$ cat src/smsp_pkg.sv
// smsp_pkg: constants, field positions and state type of the serial port
// assumes one 25 MHz cpu clock; all cycle counts are in that clock
package smsp_pkg;
    // ****************************************
    // widths and buffering
    // ****************************************
    localparam int unsigned DATA_W = 8;
    localparam int unsigned FIFO_DEPTH = 8;
    localparam int unsigned CPU_CLK_HZ = 25000000;
    // ****************************************
    // control register fields
    // ****************************************
    localparam int unsigned CR_IRQ_EN = 7;
    localparam int unsigned CR_PORT_EN = 6;
    localparam int unsigned CR_RATE2 = 5;
    localparam int unsigned CR_MASTER = 4;
    localparam int unsigned CR_CPOL = 3;
    localparam int unsigned CR_CPHA = 2;
    localparam int unsigned CR_RATE1 = 1;
    localparam int unsigned CR_RATE0 = 0;
    localparam logic [7:0] CR_RESET = 8'h00;
    // ****************************************
    // control/status register fields
    // ****************************************
    localparam int unsigned CSR_DONE = 7;
    localparam int unsigned CSR_WRITE_COLLISION_FLAG = 6;
    localparam int unsigned CSR_OVR = 5;
    localparam int unsigned CSR_MODE_FAULT_FLAG = 4;
    localparam int unsigned CSR_SSM = 1;
    localparam int unsigned CSR_SSI = 0;
    localparam logic [7:0] CSR_RESET = 8'h00;
    // ****************************************
    // rate codes {rate2, rate1, rate0} and half sck periods in cpu cycles
    // ****************************************
    localparam logic [2:0] RATE_DIV4 = 3'h4;
    localparam logic [2:0] RATE_DIV8 = 3'h0;
    localparam logic [2:0] RATE_DIV16 = 3'h1;
    localparam logic [2:0] RATE_DIV32 = 3'h6;
    localparam logic [2:0] RATE_DIV64 = 3'h2;
    localparam logic [2:0] RATE_DIV128 = 3'h3;
    localparam logic [6:0] HALF_DIV4 = 7'h02;
    localparam logic [6:0] HALF_DIV8 = 7'h04;
    localparam logic [6:0] HALF_DIV16 = 7'h08;
    localparam logic [6:0] HALF_DIV32 = 7'h10;
    localparam logic [6:0] HALF_DIV64 = 7'h20;
    localparam logic [6:0] HALF_DIV128 = 7'h40;
    localparam logic [4:0] EDGE_LAST = 5'h0f;
    localparam logic [2:0] BIT_LAST = 3'h7;
    typedef enum logic {mst_idle, mst_run} smsp_mst_t;
endpackage : smsp_pkg

$ cat src/smsp_fifo_if.sv
// smsp_fifo_if: valid/ready link between the shifter and the receive fifo
// assumes both sides run on the same clock
`timescale 1ns/1ns
interface smsp_fifo_if #(parameter int unsigned WIDTH = 8);
    logic in_valid;
    logic in_ready;
    logic [WIDTH-1:0] in_data;
    logic out_valid;
    logic out_ready;
    logic [WIDTH-1:0] out_data;
    modport fifo (input in_valid, input in_data, input out_ready,
        output in_ready, output out_valid, output out_data);
    modport user (output in_valid, output in_data, output out_ready,
        input in_ready, input out_valid, input out_data);
endinterface : smsp_fifo_if

$ cat src/smsp_top.sv
// smsp_top: full-duplex serial port, master or slave, msb first, 8-bit bytes
// assumes cpu strobes and pins are synchronous to clk; pads resolve the enables
// Function
// - master loads written byte into shifter, sends msb first on mosi
// - only the master clocks; each byte is exchanged both ways at once
// - four polarity/phase choices; both ends must use the same one
// - with soft select the pin is ignored, select level comes from a bit
// - slave with phase zero: select high between bytes, else write collides
// - in master mode, master and enable bits stay set only while select is high
// - master transfer starts as soon as a byte is written
// - end of byte sets done flag; interrupt if enabled and not masked
// - master clears done by status access then data read
// - slave clears done by status access then data read or write
// - data writes ignored while done is set until status is read or written
// - slave shifts written byte out on miso only when master clocks
// - select low in master mode sets fault, clears enable and master
// - fault clears after status read then control write
// - fault blocks setting enable and master except in the clearing write
// - byte arriving while done set flags overrun, keeps the first byte
// - overrun clears on a status register read
// - write during a transfer is dropped, flags collision, no interrupt
// - received bytes go to a buffer read apart from the shifter
// - master rate selects divide by 4, 8, 16, 32, 64 or 128
// - phase zero captures on first edge, phase one on second edge
`timescale 1ns/1ns
module smsp_top
    import smsp_pkg::*;
(
    input wire logic clk,
    input wire logic rst_b,
    input wire logic cr_wr,
    input wire logic [7:0] cr_wdata,
    input wire logic csr_rd,
    input wire logic csr_wr,
    input wire logic [7:0] csr_wdata,
    input wire logic dr_rd,
    input wire logic dr_wr,
    input wire logic [7:0] dr_wdata,
    input wire logic cpu_int_mask,
    output logic [7:0] cr_q,
    output logic [7:0] csr_q,
    output logic [7:0] dr_q,
    output logic irq,
    input wire logic sck_i,
    output logic sck_o,
    output logic sck_oe,
    input wire logic mosi_i,
    output logic mosi_o,
    output logic mosi_oe,
    input wire logic miso_i,
    output logic miso_o,
    output logic miso_oe,
    input wire logic ss_b_i
);
    // ****************************************
    // state
    // ****************************************
    logic serial_irq_enable_ff, spe_ff, master_select_ff, cpol_ff, cpha_ff;
    logic [2:0] rate_ff;
    logic ssm_ff, ssi_ff;
    logic transfer_done_flag_ff, transfer_done_flag_arm_ff, write_collision_flag_ff, write_collision_flag_arm_ff, ovr_ff, mode_fault_flag_ff, mode_fault_flag_arm_ff;
    logic nxt_transfer_done_flag, nxt_transfer_done_flag_arm, nxt_write_collision_flag, nxt_write_collision_flag_arm, nxt_ovr, nxt_mode_fault_flag;
    logic nxt_mode_fault_flag_arm, nxt_spe, nxt_master_select;
    logic irq_ff, sck_oe_ff, mosi_oe_ff, miso_oe_ff;
    smsp_mst_t mst_st_ff;
    logic [6:0] div_cnt_ff;
    logic [4:0] edge_cnt_ff;
    logic sck_ff, sck_prev_ff, started_ff;
    logic [2:0] cap_cnt_ff;
    logic [7:0] tx_sr_ff, rx_sr_ff, rx_buf_ff;
    logic ss_int, csr_acc, sck_now, din, edge_en, sck_chg, lead_edge, trail_edge;
    logic cap_edge, sh_edge, byte_done, mst_run_w, tick, active_m, active_s, active;
    logic dr_blocked, dr_load, mst_start, write_collision_flag_evt, transfer_done_flag_clr, write_collision_flag_clr;
    logic mode_fault_flag_evt, mode_fault_flag_clr, allow_set, push_ok, ovr_evt, pop;
    logic [6:0] half_cnt;
    logic [7:0] rx_next;
    logic [10:0] run_len_ff;

    smsp_fifo_if #(.WIDTH(DATA_W)) rxq ();

    smsp_fifo #(.WIDTH(DATA_W), .DEPTH(FIFO_DEPTH)) u_rx_fifo (
        .clk(clk),
        .rst_b(rst_b),
        .link(rxq)
    );

    // ****************************************
    // selection and decoding
    // ****************************************
    // soft select level
    assign ss_int = ssm_ff ? ssi_ff : ss_b_i;
    assign csr_acc = csr_rd | csr_wr;
    assign sck_now = master_select_ff ? sck_ff : sck_i;
    assign din = master_select_ff ? miso_i : mosi_i;
    assign edge_en = spe_ff & (master_select_ff | ~ss_int);
    assign sck_chg = edge_en & (sck_now != sck_prev_ff);
    assign lead_edge = sck_chg & (sck_prev_ff == cpol_ff);
    assign trail_edge = sck_chg & (sck_prev_ff != cpol_ff);
    assign cap_edge = cpha_ff ? trail_edge : lead_edge;
    assign sh_edge = (cpha_ff ? lead_edge : trail_edge) & ~(cpha_ff & ~started_ff);
    assign byte_done = cap_edge & (cap_cnt_ff == BIT_LAST);
    assign rx_next = {rx_sr_ff[6:0], din};
    assign half_cnt = (rate_ff == RATE_DIV4) ? HALF_DIV4 :
                      (rate_ff == RATE_DIV8) ? HALF_DIV8 :
                      (rate_ff == RATE_DIV16) ? HALF_DIV16 :
                      (rate_ff == RATE_DIV32) ? HALF_DIV32 :
                      (rate_ff == RATE_DIV64) ? HALF_DIV64 : HALF_DIV128;
    assign mst_run_w = (mst_st_ff == mst_run);
    assign tick = mst_run_w & (div_cnt_ff == half_cnt - 7'h01);
    assign active_m = mst_run_w | (sck_ff != sck_prev_ff);
    // slave phase one busy from first edge
    // slave phase zero busy while selected
    assign active_s = spe_ff & (cpha_ff ? (started_ff | (cap_cnt_ff != 3'h0)) : ~ss_int);
    assign active = master_select_ff ? active_m : active_s;
    assign dr_blocked = transfer_done_flag_ff & ~transfer_done_flag_arm_ff;
    assign dr_load = dr_wr & ~dr_blocked & ~active;
    assign mst_start = dr_load & master_select_ff & spe_ff;
    assign write_collision_flag_evt = dr_wr & ~dr_blocked & active;
    // slave clears by read or write
    assign transfer_done_flag_clr = transfer_done_flag_arm_ff & (dr_rd | (dr_wr & ~master_select_ff));
    assign write_collision_flag_clr = write_collision_flag_arm_ff & (dr_rd | dr_wr);
    assign mode_fault_flag_evt = master_select_ff & ~ss_int;
    assign mode_fault_flag_clr = mode_fault_flag_arm_ff & cr_wr;
    assign allow_set = ~mode_fault_flag_ff | mode_fault_flag_clr;
    assign push_ok = byte_done & ~transfer_done_flag_ff & ~rxq.out_valid & rxq.in_ready;
    assign ovr_evt = byte_done & ~push_ok;
    assign rxq.in_valid = push_ok;
    assign rxq.in_data = rx_next;
    assign rxq.out_ready = ~transfer_done_flag_ff;
    assign pop = rxq.out_valid & ~transfer_done_flag_ff;

    // ****************************************
    // flag next values, set wins over clear
    // ****************************************
    // done on byte arrival
    assign nxt_transfer_done_flag = pop | (transfer_done_flag_ff & ~transfer_done_flag_clr);
    assign nxt_transfer_done_flag_arm = transfer_done_flag_ff & ~transfer_done_flag_clr & (transfer_done_flag_arm_ff | csr_acc);
    assign nxt_write_collision_flag = write_collision_flag_evt | (write_collision_flag_ff & ~write_collision_flag_clr);
    assign nxt_write_collision_flag_arm = write_collision_flag_ff & ~write_collision_flag_clr & (write_collision_flag_arm_ff | csr_acc);
    assign nxt_ovr = ovr_evt | (ovr_ff & ~csr_rd);
    assign nxt_mode_fault_flag = mode_fault_flag_evt | (mode_fault_flag_ff & ~mode_fault_flag_clr);
    assign nxt_mode_fault_flag_arm = mode_fault_flag_ff & ~mode_fault_flag_clr & (mode_fault_flag_arm_ff | csr_rd);
    assign nxt_spe = mode_fault_flag_evt ? 1'b0 : (cr_wr ? (cr_wdata[CR_PORT_EN] & allow_set) : spe_ff);
    assign nxt_master_select = mode_fault_flag_evt ? 1'b0 : (cr_wr ? (cr_wdata[CR_MASTER] & allow_set) : master_select_ff);

    // ****************************************
    // control and status registers
    // ****************************************
    always_ff @(posedge clk or negedge rst_b)
    begin
        if (!rst_b)
        begin
            {serial_irq_enable_ff, cpol_ff, cpha_ff} <= {CR_RESET[CR_IRQ_EN], CR_RESET[CR_CPOL],
                CR_RESET[CR_CPHA]};
            rate_ff <= {CR_RESET[CR_RATE2], CR_RESET[CR_RATE1], CR_RESET[CR_RATE0]};
            {spe_ff, master_select_ff} <= {CR_RESET[CR_PORT_EN], CR_RESET[CR_MASTER]};
            {ssm_ff, ssi_ff} <= {CSR_RESET[CSR_SSM], CSR_RESET[CSR_SSI]};
        end
        else
        begin
            if (cr_wr)
            begin
                {serial_irq_enable_ff, cpol_ff, cpha_ff} <= {cr_wdata[CR_IRQ_EN], cr_wdata[CR_CPOL],
                    cr_wdata[CR_CPHA]};
                rate_ff <= {cr_wdata[CR_RATE2], cr_wdata[CR_RATE1], cr_wdata[CR_RATE0]};
            end
            if (csr_wr)
            begin
                {ssm_ff, ssi_ff} <= {csr_wdata[CSR_SSM], csr_wdata[CSR_SSI]};
            end
            spe_ff <= nxt_spe;
            master_select_ff <= nxt_master_select;
        end
    end

    always_ff @(posedge clk or negedge rst_b)
    begin
        if (!rst_b)
        begin
            {transfer_done_flag_ff, transfer_done_flag_arm_ff, write_collision_flag_ff, write_collision_flag_arm_ff} <= 4'h0;
            {ovr_ff, mode_fault_flag_ff, mode_fault_flag_arm_ff} <= 3'h0;
        end
        else
        begin
            {transfer_done_flag_ff, transfer_done_flag_arm_ff, write_collision_flag_ff, write_collision_flag_arm_ff} <= {nxt_transfer_done_flag, nxt_transfer_done_flag_arm,
                nxt_write_collision_flag, nxt_write_collision_flag_arm};
            {ovr_ff, mode_fault_flag_ff, mode_fault_flag_arm_ff} <= {nxt_ovr, nxt_mode_fault_flag, nxt_mode_fault_flag_arm};
        end
    end

    // ****************************************
    // interrupt request and pin enables
    // ****************************************
    always_ff @(posedge clk or negedge rst_b)
    begin
        if (!rst_b)
        begin
            {irq_ff, sck_oe_ff, mosi_oe_ff, miso_oe_ff} <= 4'h0;
        end
        else
        begin
            // flags gated by enable and cpu mask
            irq_ff <= serial_irq_enable_ff & (transfer_done_flag_ff | mode_fault_flag_ff | ovr_ff) & ~cpu_int_mask;
            sck_oe_ff <= spe_ff & master_select_ff;
            mosi_oe_ff <= spe_ff & master_select_ff;
            miso_oe_ff <= spe_ff & ~master_select_ff & ~ss_int;
        end
    end

    // ****************************************
    // master clock generator
    // ****************************************
    always_ff @(posedge clk or negedge rst_b)
    begin
        if (!rst_b)
        begin
            mst_st_ff <= mst_idle;
            div_cnt_ff <= 7'h00;
            edge_cnt_ff <= 5'h00;
            sck_ff <= 1'b0;
        end
        else
        begin
            unique case (mst_st_ff)
                mst_idle:
                begin
                    div_cnt_ff <= 7'h00;
                    edge_cnt_ff <= 5'h00;
                    sck_ff <= cpol_ff;
                    if (mst_start)
                    begin
                        mst_st_ff <= mst_run;
                    end
                end
                mst_run:
                begin
                    div_cnt_ff <= tick ? 7'h00 : div_cnt_ff + 7'h01;
                    if (tick)
                    begin
                        sck_ff <= ~sck_ff;
                        edge_cnt_ff <= edge_cnt_ff + 5'h01;
                    end
                    if (!(spe_ff && master_select_ff) || (tick && edge_cnt_ff == EDGE_LAST))
                    begin
                        mst_st_ff <= mst_idle;
                    end
                end
            endcase
        end
    end

    // ****************************************
    // shifter
    // ****************************************
    always_ff @(posedge clk or negedge rst_b)
    begin
        if (!rst_b)
        begin
            sck_prev_ff <= 1'b0;
            cap_cnt_ff <= 3'h0;
            started_ff <= 1'b0;
            tx_sr_ff <= 8'h00;
            rx_sr_ff <= 8'h00;
        end
        else
        begin
            sck_prev_ff <= sck_now;
            cap_cnt_ff <= (!edge_en || dr_load) ? 3'h0 : cap_cnt_ff + 3'(cap_edge);
            started_ff <= (edge_en && !dr_load && !byte_done) && (started_ff || lead_edge);
            if (dr_load)
            begin
                tx_sr_ff <= dr_wdata;
            end
            else if (sh_edge)
            begin
                tx_sr_ff <= {tx_sr_ff[6:0], 1'b0};
            end
            if (cap_edge)
            begin
                rx_sr_ff <= rx_next;
            end
        end
    end

    // ****************************************
    // receive buffer
    // ****************************************
    // buffer apart from shifter
    always_ff @(posedge clk or negedge rst_b)
    begin
        if (!rst_b)
        begin
            rx_buf_ff <= 8'h00;
        end
        else if (pop)
        begin
            rx_buf_ff <= rxq.out_data;
        end
    end

    // ****************************************
    // outputs
    // ****************************************
    assign cr_q = {serial_irq_enable_ff, spe_ff, rate_ff[2], master_select_ff, cpol_ff, cpha_ff, rate_ff[1:0]};
    assign csr_q = {transfer_done_flag_ff, write_collision_flag_ff, ovr_ff, mode_fault_flag_ff, 2'h0, ssm_ff, ssi_ff};
    assign dr_q = rx_buf_ff;
    assign irq = irq_ff;
    assign sck_o = sck_ff;
    assign sck_oe = sck_oe_ff;
    assign mosi_o = tx_sr_ff[7];
    assign mosi_oe = mosi_oe_ff;
    assign miso_o = tx_sr_ff[7];
    assign miso_oe = miso_oe_ff;

    // cycles spent in one master byte
    always_ff @(posedge clk or negedge rst_b)
    begin
        if (!rst_b)
        begin
            run_len_ff <= 11'h000;
        end
        else
        begin
            run_len_ff <= mst_run_w ? run_len_ff + 11'h001 : 11'h000;
        end
    end
endmodule : smsp_top

$ cat src/smsp_fifo.sv
// smsp_fifo: synchronous fifo, registered storage, honest full and empty
// assumes one clock and an active low asynchronous reset
`timescale 1ns/1ns
module smsp_fifo #(
    parameter int unsigned WIDTH = 8,
    parameter int unsigned DEPTH = 8
)(
    input wire logic clk,
    input wire logic rst_b,
    smsp_fifo_if.fifo link
);
    localparam int unsigned AW = $clog2(DEPTH);
    logic [WIDTH-1:0] mem_ff [DEPTH];
    logic [AW:0] wr_ptr_ff;
    logic [AW:0] rd_ptr_ff;
    logic full;
    logic empty;
    logic push;
    logic pop;

    assign empty = (wr_ptr_ff == rd_ptr_ff);
    assign full = (wr_ptr_ff[AW] != rd_ptr_ff[AW]) && (wr_ptr_ff[AW-1:0] == rd_ptr_ff[AW-1:0]);
    assign link.in_ready = ~full;
    assign link.out_valid = ~empty;
    assign link.out_data = mem_ff[rd_ptr_ff[AW-1:0]];
    assign push = link.in_valid & ~full;
    assign pop = link.out_ready & ~empty;

    always_ff @(posedge clk)
    begin
        if (push)
        begin
            mem_ff[wr_ptr_ff[AW-1:0]] <= link.in_data;
        end
    end

    always_ff @(posedge clk or negedge rst_b)
    begin
        if (!rst_b)
        begin
            wr_ptr_ff <= '0;
            rd_ptr_ff <= '0;
        end
        else
        begin
            wr_ptr_ff <= wr_ptr_ff + (AW+1)'(push);
            rd_ptr_ff <= rd_ptr_ff + (AW+1)'(pop);
        end
    end
endmodule : smsp_fifo

$ cat config.mk
export PLATFORM = sky130hd
export DESIGN_NAME = smsp_top
export DESIGN_NICKNAME = d
export VERILOG_FILES = /design/src/smsp_pkg.sv /design/src/smsp_fifo_if.sv /design/src/smsp_top.sv /design/src/smsp_fifo.sv
export SDC_FILE = /design/constraint.sdc
export NUM_CORES = 1
export LEC_CHECK = 0
export BUFFER_PORTS_ARGS = -buffer_cell sky130_fd_sc_hd__buf_2
export CORE_MARGIN = 1.5
export CORE_UTILIZATION = 55
export DETAILED_ROUTE_END_ITERATION = 8
export GPL_TIMING_DRIVEN = 0
export PLACE_DENSITY = 0.76
export SYNTH_ARGS = -nofsm -noshare
export SYNTH_HDL_FRONTEND = slang
export SYNTH_SLANG_ARGS = --single-unit
$ cat constraint.sdc
create_clock -name clk -period 3.15 [get_ports clk]
set_input_delay 0.63 -clock clk [delete_from_list [all_inputs] [get_ports clk]]
set_output_delay 0.63 -clock clk [all_outputs]
set_load 0.01 [all_outputs]
==> flow_summary.ini <==
[cells_and_area]
drive_above_1_share_pct = 29.3
mostFrequentLayoutCells = 70 x dfrtp_1, 64 x edfxtp_1, 60 x buf_2, 40 x nor2_1, 19 x mux2i_1
mostFrequentLayoutCell = dfrtp_1
antenna_cells = 0
final_cell_count_no_fill = 635
design_area_um2 = 6870
final_nets = 531
area_growth_syn_to_layout_pct = 18.7

[power_and_ir_drop]
p_leak_nw = 2.78
p_per_area_nw_per_um2 = 674
ir_drop_v = 0.000417

[clocking]
cts_inserted_buffers = 17
cts_hold_buf = 0
insertion_delay_ns = 0.54
cts_tree = built
h-tree-depth = 4
cts.sinks = 134
clockBufferDepth = 2
path_clk_slew_ns = 0.07
cts.repair.resized = 1
postCtsSetupBuffers = 0
cts_root_buffer = clkbuf_8

[logic_synthesis]
netlist_instances = 408
async_reset_ff_share_pct = 52.2
yosys_warnings = 0
yosysTopAreaCell = edfxtp_1
synth_area_leaders = edfxtp_1 33%, dfrtp_1 30%, mux4_2 6.2%, mux2i_1 3.3%, mux2_2 2.7%
post_synth_num_cell_types = 50
synth.avg_cell_area_um2 = 14.2
yosysSeqAreaShare_pct = 63.5
synth_area_um2 = 5790
ys.flop_type = dfrtp_1
synth_top_area_share_pct = 33.2
ys_ff_latch = 134
synth_edf_count = 64

[placement]
place_inst = 603
dp_slack_ns = -0.180
port_buffers = 58
place_area_um2 = 6250
finalWeightedCongestion = 0.768
place_hpwl_mm = 6.88

[sta]
finalSetupTns_ns = 0
timing.hold.ws_ns = 0.199
tightest_slew_ns = 0.890
slew_headroom_pct = 40.7
slew_violations = 0
max_freq_mhz = 353
fin_skew_ns = 0.0119
period_share_pct = 90.0
finalHoldViolCount = 0
rsz0062_at_grt = no
fin_crit_ns = 2.84
setup_viol = 0
setup_ws_ns = 0.314

[global_routing]
overflow = 0
grt_pass1_vias = 3495
grt_max_degree = 71
grt_antenna_before_repair = 0
grt_pass1_wl_mm = 17.4
grt_usage_pct = 20.9

[floorplan]
die_area_um2 = 11100
die_y_um = 106
ios = 67
row_count = 37
core_um2 = 10300
die_width_um = 106
start_util_pct = 56.3

[min_path]
hp-class = in -> async

[drt]
vias = 3448
initialDrtViolationCount = 175
drc_errors = 0
drtPass1Iterations = 4
viasPerCell = 5.43
wl_mm = 10.4
antenna_left = 0
post_drt_wl_per_cell_um = 16.4

[setup_path]
critPathMaxStageDelay_ns = 0.64
critPathLaunchType = flop
critPathArrivalTime_ns = 3.00
r2r_start = master_select_ff
cp_max_fo = 10
critPathCaptureType = flop
crit_path_start = master_select_ff
critPathRequiredTime_ns = 3.32
path_class = reg -> reg
slowest_stage = nor2_1
crit_chain = buf_6, mux2i_4, or3_1, a211oi_2, nand3_1, nor2_1

[run_status]
outcome = complete, no violations

[flow_run]
drv_cap = 0
[cells in the mapped netlist, types with 3 or more instances]
master,n
mux2i_1,19
a21oi_1,17
or3_1,3
o21ai_0,9
clkbuf_1,10
ha_1,9
xnor2_1,11
mux4_2,16
mux2_2,14
dfrtp_1,70
nor3_1,7
nor2_1,40
nor3b_1,6
edfxtp_1,64
inv_1,6
and2_1,4
a31oi_1,4
nand4_1,4
nand2b_1,4
buf_2,3
mux2_1,3
buf_4,15
nand3_1,8
nand2_1,12
a21boi_1,3
nor2b_1,6
xor2_1,9
[cell type report]
type,count,area [um2]
buffer,31,184
clock buffer,18,418
multi-input combinational,237,1920
sequential,134,3670
inverter,7,26.3
tap,136,170
timing repair buffer,58,293
clock inverter,14,188
fill,753,3410
[flip-flops by register name, summed over array words and instances, names as in the netlist, 3 cells and up]
signal and count:
u_rx_fifo.mem_ff 64, dr_q 8, tx_sr_ff 8, div_cnt_ff 7, rx_sr_ff 7, edge_cnt_ff 5, u_rx_fifo.rd_ptr_ff 4, u_rx_fifo.wr_ptr_ff 4
cap_cnt_ff 3, rate_ff 3
[final timing paths]
kind,slack [ns],to,depth (start not counted)
max in group asynchronous,2.34,tx_sr_ff[5],1
hold / removal,0.20,u_rx_fifo.rd_ptr_ff[2],1
hold reg to reg,0.50,div_cnt_ff[0],1
setup / recovery,0.31,u_rx_fifo.mem_ff[5][5],6
setup reg to reg,0.31,u_rx_fifo.mem_ff[5][5],6
min in group clk,0.25,irq,2
[cells by family after synthesis]
logic type,count (synthesis),share of synthesized area [%]
other,1,0.0648
AO/OA/AOI/OAI,48,5.49
XOR/XNOR,20,3.03
AND/OR/NAND/NOR,105,9.17
buffers and inverters,38,3.63
flip-flops,134,63.5
multiplexers,53,13.2
adder cells (fa/ha/maj),9,1.95
[per-stage QoR]
step	util (%)	total power [mW]
after floorplan	-	2.47
after global placement	60.8	2.62
after detailed placement	60.9	2.65
after CTS	66.8	4.66
after global routing	66.8	4.82
final	66.8	4.63
[critical path, delay by kind of cell (launching register included)]
| kind | cells | cell delay [ns] |
|---|---|---|
| flip-flops | 1 | 0.42 |
| AO/OA/AOI/OAI | 1 | 0.36 |
| multiplexers | 1 | 0.19 |
| buffers and inverters | 1 | 0.16 |
| AND/OR/NAND/NOR | 3 | 1.33 |
[report_power, final]
group	total, mW	internal [mW]	switching (mW)
Clock	2.02	1.23	0.791
Sequential	2.14	2.00	0.136
Combinational	0.474	0.231	0.243
Total	4.63	3.46	1.17
[metal layers]
| metal | global-route usage [%] | routed length [um] | vias up |
|---|---|---|---|
| met5 | 0 | 0 | - |
| li1 | - | - | 1642 |
| met4 | 7.24 | 146 | 0 |
| met3 | 6.25 | 428 | 14 |
| met2 | 35.4 | 5410 | 67 |
| met1 | 25.5 | 4450 | 1725 |
(Power assumes the default switching activity.)
